$ cat config.mk
export PLATFORM = sky130hd
export DESIGN_NAME = ddlc_host
export DESIGN_NICKNAME = d
export VERILOG_FILES = /design/src/hdl/ddlc_pkg.sv /design/src/hdl/ddlc_host.sv
export VERILOG_INCLUDE_DIRS = /design/src /design/src/hdl
export SDC_FILE = /design/constraint.sdc
export NUM_CORES = 1
export LEC_CHECK = 0
export ABC_CLOCK_PERIOD_IN_PS = 2300
export BUFFER_PORTS_ARGS = -buffer_cell sky130_fd_sc_hd__buf_4
export CAP_MARGIN = 20
export CORE_MARGIN = 4
export CORE_UTILIZATION = 57
export CTS_BUF_LIST = sky130_fd_sc_hd__clkbuf_4
export CTS_CLUSTER_DIAMETER = 60
export DETAILED_ROUTE_END_ITERATION = 8
export PLACE_DENSITY = 0.82
export SLEW_MARGIN = 15
export SYNTH_ARGS = -nofsm -noshare
export SYNTH_HDL_FRONTEND = slang
export SYNTH_SLANG_ARGS = --single-unit
$ cat constraint.sdc
create_clock -name clk -period 2.3 [get_ports clk]
set_input_delay 0.115 -clock clk [delete_from_list [all_inputs] [get_ports clk]]
set_output_delay 0.115 -clock clk [all_outputs]
set_load 0.005 [all_outputs]
$ cat src/hdl/ddlc_regs.svh
`ifndef DDLC_REGS_SVH
`define DDLC_REGS_SVH
// Widths of the converter port and codes
`define DDLC_DATA_W      8
`define DDLC_CODE_W      12
`define DDLC_HI_W        4
// Strobe timing, in ns and in 250 MHz cycles
`define DDLC_CLK_NS      4
`define DDLC_SETUP_NS    8
`define DDLC_SETUP_CYC   ((`DDLC_SETUP_NS + `DDLC_CLK_NS - 1) / `DDLC_CLK_NS)
`define DDLC_STROBE_NS   12
`define DDLC_STROBE_CYC  ((`DDLC_STROBE_NS + `DDLC_CLK_NS - 1) / `DDLC_CLK_NS)
`define DDLC_HOLD_NS     8
`define DDLC_HOLD_CYC    ((`DDLC_HOLD_NS + `DDLC_CLK_NS - 1) / `DDLC_CLK_NS)
`endif

$ cat src/hdl/ddlc_pkg.sv
`default_nettype none
package ddlc_pkg;
  typedef enum logic [2:0] {
    DDLC_IDLE  = 3'b000,
    DDLC_SETUP = 3'b001,
    DDLC_WSTRB = 3'b010,
    DDLC_HOLD  = 3'b011,
    DDLC_XSTRB = 3'b100
  } ddlc_state_e;
  typedef enum logic [1:0] {
    DDLC_PH_LOW  = 2'b00,
    DDLC_PH_HIGH = 2'b01,
    DDLC_PH_XFER = 2'b10
  } ddlc_phase_e;
endpackage : ddlc_pkg
`default_nettype wire

$ cat src/hdl/ddlc_host.sv
// Operation
// - Channel select low A, high B
// - Byte select low low-byte, high nibble
// - Nibble right-justified on low data lines
// - Write high at reset release keeps zeros
`include "ddlc_regs.svh"
`timescale 1ns/1ps
`default_nettype none
module ddlc_host (
  input  wire logic        clk,
  input  wire logic        rst,
  input  wire logic        req_valid,
  output logic             req_ready,
  input  wire logic        req_chan,
  input  wire logic [11:0] req_code,
  input  wire logic        req_hi_first,
  input  wire logic        req_transfer,
  input  wire logic        dev_rst_req,
  output logic             done,
  output logic [7:0]       dac_data_q,
  output logic             chan_sel_q,
  output logic             byte_sel_q,
  output logic             write_n_q,
  output logic             transfer_strobe_n_q,
  output logic             reset_n_q
);

  ////////////////////////////////////////////////////////////////////////////////
  // Sequencer state
  ddlc_pkg::ddlc_state_e state_q;
  ddlc_pkg::ddlc_phase_e phase_q;
  logic [3:0]            cnt_q;
  logic [11:0]           code_q;
  logic                  chan_q;
  logic                  hi_first_q;
  logic                  xfer_q;
  logic                  second_q;
  logic                  done_q;

  ////////////////////////////////////////////////////////////////////////////////
  // Helper functions

  // Nibble sits right-justified; upper lines driven zero so a device that
  // decodes all eight lines still sees the intended code
  function automatic logic [7:0] ddlc_lane(input logic [11:0] code, input logic hi);
    logic [7:0] v;
    v = hi ? {4'h0, code[11:8]} : code[7:0];
    return v;
  endfunction : ddlc_lane

  // Next portion: first or second half in the chosen order
  function automatic logic ddlc_half(input logic hi_first, input logic second);
    logic h;
    h = hi_first ^ second;
    return h;
  endfunction : ddlc_half

  // Portion to pin phase; shared by request capture and the switch between
  // halves so both ends of a request agree on which half is which
  function automatic ddlc_pkg::ddlc_phase_e ddlc_phase_of(input logic hi);
    ddlc_pkg::ddlc_phase_e p;
    p = hi ? ddlc_pkg::DDLC_PH_HIGH : ddlc_pkg::DDLC_PH_LOW;
    return p;
  endfunction : ddlc_phase_of

  // A strobe falls on the last setup cycle and rises when its count runs out.
  // Both strobes share this decode so their widths can never drift apart.
  function automatic logic ddlc_strobe_low(input ddlc_pkg::ddlc_state_e state,
                                           input logic [3:0]            cnt,
                                           input logic                  setup_match,
                                           input ddlc_pkg::ddlc_state_e strobe_state);
    logic low;
    low = (state == ddlc_pkg::DDLC_SETUP && cnt == 4'h0 && setup_match) ||
          (state == strobe_state && cnt != 4'h0);
    return low;
  endfunction : ddlc_strobe_low

  ////////////////////////////////////////////////////////////////////////////////
  // Handshake: a request is only taken from idle and never while the device
  // is held in reset, so no write strobe can land on a device being cleared
  assign req_ready = (state_q == ddlc_pkg::DDLC_IDLE) && !dev_rst_req && reset_n_q;
  assign done      = done_q;

  ////////////////////////////////////////////////////////////////////////////////
  // Device reset: write kept high through release so zeros stay latched.
  // Only asserted from idle, so a half-written code is never cut short;
  // the release comes one cycle after the request drops.
  always_ff @(posedge clk or posedge rst) begin
    if (rst) begin
      reset_n_q <= 1'b0;
    end else if (dev_rst_req && state_q == ddlc_pkg::DDLC_IDLE) begin
      reset_n_q <= 1'b0;
    end else begin
      reset_n_q <= 1'b1;
    end
  end

  ////////////////////////////////////////////////////////////////////////////////
  // Request capture and the write / transfer sequence.
  // One portion is SETUP, strobe, HOLD: the pins settle during SETUP, the
  // strobe stands for the whole strobe count, and HOLD keeps data steady
  // after the rising edge before anything moves again. The four-bit counter
  // limits each phase to sixteen cycles; longer timings need a wider count.
  always_ff @(posedge clk or posedge rst) begin
    if (rst) begin
      state_q    <= ddlc_pkg::DDLC_IDLE;
      phase_q    <= ddlc_pkg::DDLC_PH_LOW;
      cnt_q      <= 4'h0;
      code_q     <= 12'h000;
      chan_q     <= 1'b0;
      hi_first_q <= 1'b0;
      xfer_q     <= 1'b0;
      second_q   <= 1'b0;
      done_q     <= 1'b0;
    end else begin
      done_q <= 1'b0;
      unique case (state_q)
        ddlc_pkg::DDLC_IDLE: begin
          if (req_valid && req_ready) begin
            code_q     <= req_code;
            chan_q     <= req_chan;
            hi_first_q <= req_hi_first;
            xfer_q     <= req_transfer;
            second_q   <= 1'b0;
            phase_q    <= ddlc_phase_of(req_hi_first);
            cnt_q      <= 4'(`DDLC_SETUP_CYC - 1);
            state_q    <= ddlc_pkg::DDLC_SETUP;
          end
        end
        // Transfer phase leads to its own strobe state, never the write strobe
        ddlc_pkg::DDLC_SETUP: begin
          if (cnt_q == 4'h0) begin
            cnt_q   <= 4'(`DDLC_STROBE_CYC - 1);
            state_q <= (phase_q == ddlc_pkg::DDLC_PH_XFER) ? ddlc_pkg::DDLC_XSTRB
                                                          : ddlc_pkg::DDLC_WSTRB;
          end else begin
            cnt_q <= cnt_q - 4'h1;
          end
        end
        // Both strobes last the same count; the pin logic tells them apart
        ddlc_pkg::DDLC_WSTRB, ddlc_pkg::DDLC_XSTRB: begin
          if (cnt_q == 4'h0) begin
            cnt_q   <= 4'(`DDLC_HOLD_CYC - 1);
            state_q <= ddlc_pkg::DDLC_HOLD;
          end else begin
            cnt_q <= cnt_q - 4'h1;
          end
        end
        ddlc_pkg::DDLC_HOLD: begin
          if (cnt_q != 4'h0) begin
            cnt_q <= cnt_q - 4'h1;
          end else if (phase_q != ddlc_pkg::DDLC_PH_XFER && !second_q) begin
            // Second portion next, in the order the request asked for
            second_q <= 1'b1;
            phase_q  <= ddlc_phase_of(ddlc_half(hi_first_q, 1'b1));
            cnt_q    <= 4'(`DDLC_SETUP_CYC - 1);
            state_q  <= ddlc_pkg::DDLC_SETUP;
          end else if (phase_q != ddlc_pkg::DDLC_PH_XFER && xfer_q) begin
            // Separate transfer pulse avoids the transparent path while writing
            phase_q <= ddlc_pkg::DDLC_PH_XFER;
            cnt_q   <= 4'(`DDLC_SETUP_CYC - 1);
            state_q <= ddlc_pkg::DDLC_SETUP;
          end else begin
            // Both halves and any transfer finished: done for one cycle
            done_q  <= 1'b1;
            state_q <= ddlc_pkg::DDLC_IDLE;
          end
        end
        default: begin
          // Illegal code: drop back to idle rather than hang the host
          state_q <= ddlc_pkg::DDLC_IDLE;
        end
      endcase
    end
  end

  ////////////////////////////////////////////////////////////////////////////////
  // Pin drive: address and data stable around each strobe.
  // Re-driven on every write setup cycle with the same value, so the pins are
  // settled a full cycle before the strobe falls and never move under it.
  always_ff @(posedge clk or posedge rst) begin
    if (rst) begin
      dac_data_q <= 8'h00;
      chan_sel_q <= 1'b0;
      byte_sel_q <= 1'b0;
    end else if (state_q == ddlc_pkg::DDLC_SETUP && phase_q != ddlc_pkg::DDLC_PH_XFER) begin
      chan_sel_q <= chan_q;
      byte_sel_q <= (phase_q == ddlc_pkg::DDLC_PH_HIGH);
      dac_data_q <= ddlc_lane(code_q, phase_q == ddlc_pkg::DDLC_PH_HIGH);
    end
  end

  // Write strobe low only for the addressed portion; high otherwise
  always_ff @(posedge clk or posedge rst) begin
    if (rst) begin
      write_n_q <= 1'b1;
    end else begin
      write_n_q <= !ddlc_strobe_low(state_q, cnt_q, phase_q != ddlc_pkg::DDLC_PH_XFER,
                                    ddlc_pkg::DDLC_WSTRB);
    end
  end

  // Transfer strobe: rising edge commits both channels at once
  always_ff @(posedge clk or posedge rst) begin
    if (rst) begin
      transfer_strobe_n_q <= 1'b1;
    end else begin
      transfer_strobe_n_q <= !ddlc_strobe_low(state_q, cnt_q,
                                              phase_q == ddlc_pkg::DDLC_PH_XFER,
                                              ddlc_pkg::DDLC_XSTRB);
    end
  end

endmodule : ddlc_host
`default_nettype wire

==> results.py <==
metrics = {
    "sta": {
        "slew_headroom_pct": 68.0,
        "fin_ws_ns": 0.332,
        "clock_skew_ns": 0.00666,
        "maxSlewViolCount": 0,
        "fmax_mhz": 508,
        "setup_viol": 0,
        "rsz0062_at_grt": "no",
        "post-route-period-util_pct": 85.6,
        "timing.final.crit_period_ns": 1.97,
        "hold_violations": 0,
        "tns_ns": 0,
        "worstMarginPinSlew_ns": 0.479,
    },
    "die": {
        "start_util_pct": 58.8,
        "rows": 20,
        "core_area_sq_mm": 0.00303,
        "fp.dieH_microns": 63.9,
        "die_w_microns": 63.9,
        "dieArea_sq_mm": 0.00408,
        "io_pins": 34,
    },
    "route": {
        "vias": 1369,
        "wirelength_microns": 3820,
        "post_drt_wl_per_cell_microns": 14.9,
        "antenna_left": 0,
        "drcViolationCount": 0,
        "viasPerCell": 5.35,
        "drt-pass1-iter-count": 4,
        "first_iter_violations": 93,
    },
    "pwr": {
        "p_leak_uw": 0.00105,
        "peakVddDrop_uv": 741,
        "swShare_pct": 37.5,
        "pwr-share-clk_pct": 13.2,
        "p_seq_share_pct": 43.7,
        "pwr-share-comb_pct": 43.1,
        "power_uw": 2750,
        "powerDensity_mw_per_mm2": 1210,
        "p_sw_uw": 1030,
        "intPower_uw": 1720,
    },
    "critical_path": {
        "arrival_ns": 2.21,
        "cp-end-kind": "register",
        "crit_type": "register to register",
        "start_kind": "register",
        "worstPathRequired_ns": 2.54,
        "r2r_setup_slack_ns": 0.33,
        "crit_fanout": 16,
    },
    "synth": {
        "ys_types": 37,
        "synthMuxAreaShare_pct": 12.9,
        "synthSimpleGateAreaFrac_pct": 14.9,
        "syn-num-nets": 180,
        "synthArstFlopShare_pct": 100,
        "synth_area_sq_mm": 0.00178,
        "yosys.area_share.xor_xnor_pct": 0,
        "synthAdderAreaFrac_pct": 0,
        "synth_ff_type": "dfrtp_1",
        "synth_edf_count": 0,
        "synth_compound_area_share_pct": 13.3,
        "avgSynthCellArea_sq_um": 11.1,
        "yosys_warnings": 0,
        "yosysSeqAreaShare_pct": 55.0,
        "synth_seq_cells": 39,
        "synth_cells": 161,
        "synth_top_family_by_area": "simple AND/OR/NAND/NOR gates",
    },
    "flow_run": {
        "maxCapViolations": 0,
    },
    "clock_network": {
        "clockBufferDepth": 2,
        "clk_pin_slew_ns": 0.11,
        "cts_tree": "yes",
        "cts_sinks": 39,
        "cts_root_buf": "clkbuf_4",
        "cts_buffers": 5,
        "htreeDepth": 2,
        "cts_resized": 0,
        "insertion_delay_ns": 0.35,
    },
    "layout": {
        "drive_gt1_share_pct": 32.1,
        "nets": 230,
        "area_growth_pct": 27.6,
        "finalInstanceArea_sq_mm": 0.00227,
        "n_antenna_cell": 0,
    },
    "placement": {
        "dp_hpwl_microns": 2620,
        "finalWeightedCongestion": 0.936,
        "place_ws_ns": 0.386,
        "dpl_cell_area_sq_mm": 0.00206,
        "port_buffers": 33,
    },
    "run_status": {
        "outcome": "finished, final reports clean",
    },
    "global_routing": {
        "grt_pass1_wl_microns": 6350,
        "grt_max_degree": 40,
        "grt_usage_pct": 20.6,
        "antenna_found_initial": 0,
        "grt_pass1_vias": 1410,
        "overflow": 0,
    },
    "min_path": {
        "hold_class": "input port to register",
    },
}
## registers in the layout (all words and copies together), names as in the netlist
register             flops
code_q                  12
hi_first_q               1
byte_sel_q               1
second_q                 1
xfer_q                   1
cnt_q                    4
transfer_strobe_n_q      1
state_q                  3
write_n_q                1
dac_data_q               8
chan_q                   1
done                     1
phase_q                  2
reset_n_q                1
chan_sel_q               1
## cell type report
cell class                      instances  area (sq um)
Multi-Input combinational cell        108           732
Clock buffer                            7          52.6
Timing Repair Buffer                   52           428
Tap cell                               44          55.1
Fill cell                             212           758
Sequential cell                        39           978
Clock inverter                          1          5.00
Inverter                                5          18.8
## cell families (layout without fill, tap and decap cells)
| logic type | Yosys count | after routing |
|---|---|---|
| DFF | 39 | 39 |
| AOI/OAI and AO/OA | 36 | 36 |
| and+or+nand+nor | 51 | 51 |
| buffers and inverters | 14 | 65 |
| muxes | 21 | 21 |
## critical path: stages (launching register included)
cell and delay, ns:
dfrtp_1 0.54, or3_1 0.50, nor2_4 0.40, mux2_2 0.41
## layer usage
| metal | routed length [microns] | GRT usage (%) | up-vias |
|---|---|---|---|
| li1 | - | - | 662 |
| met1 | 1540 | 23.6 | 653 |
| met2 | 1970 | 35.6 | 45 |
| met3 | 212 | 7.03 | 9 |
| met4 | 91 | 6.74 | 0 |
| met5 | 0 | 0 | - |
## worst paths after layout
kind,from,end,depth (start not counted)
setup / recovery,state_q[0],code_q[7],3
min in group asynchronous,rst,code_q[11],4
max in group asynchronous,rst,write_n_q,4
hold reg to reg,dac_data_q[4],dac_data_q[4],2
hold / removal,req_code[10],code_q[10],2
setup reg to reg,state_q[0],code_q[7],3
## power by group through the flow
| stage | sequential [uW] | combinational [uW] | clock (uW) |
|---|---|---|---|
| floorplan | 1130 | 884 | 0 |
| global placement | 1180 | 1100 | 0 |
| CTS | 1190 | 1180 | 367 |
| detailed placement | 1210 | 1170 | 0 |
| global route | 1230 | 1310 | 417 |
| finish | 1200 | 1190 | 363 |
## cell usage after synthesis, types with 2 or more instances
cell,number,share of area [%]
dfrtp_1,37,52
nand2_1,23,4.9
mux2_2,16,10
o21ai_0,13,3.7
nor2_1,8,1.7
a21oi_1,6,1.7
inv_1,5,1.1
mux2i_1,5,2.8
nor3_1,5,1.4
clkbuf_1,4,0.84
nor2b_1,3,1.1
nor3b_1,3,1.3
a211oi_1,2,0.84
a21o_1,2,0.84
a22o_1,2,0.98
buf_4,2,0.84
dfstp_2,2,3.0
nand2b_1,2,0.70
nand3b_1,2,0.84
o41ai_1,2,0.98
## stage by stage
step | instances | hold slack [ns] | util, %
finish | 256 | 0.0152 | 75.0
global route | 256 | 0.00298 | 75.0
CTS | 251 | 0.000580 | 73.3
detailed placement | 233 | 0.266 | 68.1
floorplan | 161 | 0.183 | -
global placement | 233 | 0.255 | 68.1
## cell usage in the layout, fill, tap and decap left out
master	n
a21oi_2	1
mux2i_1	5
mux2_2	16
dfstp_2	2
a41oi_1	1
nand2b_1	2
clkbuf_4	7
o22a_1	1
o21ai_1	1
o311ai_2	1
a211oi_1	2
o41ai_1	2
o22ai_1	1
a21o_1	2
a21oi_1	6
a22o_1	2
nand3_1	1
nor4_4	1
o21bai_1	1
nor3b_1	3
nand2_1	23
o31ai_1	1
nand3b_1	2
dlygate4sd3_1	15
or4_4	1
nor2_1	8
o21ai_0	13
buf_4	37
clkinv_2	1
dfrtp_1	37
nor3_1	5
inv_1	5
nor2b_1	3
nor2_4	1
o21a_1	1
or3_1	1
## what timing repair did
item	in CTS	in global routing
setup buffers	0	0
hold buffers	10	5
setup endpoints to repair	0	0
endpoints found under the hold margin	46	5
(Power assumes the default switching activity.)
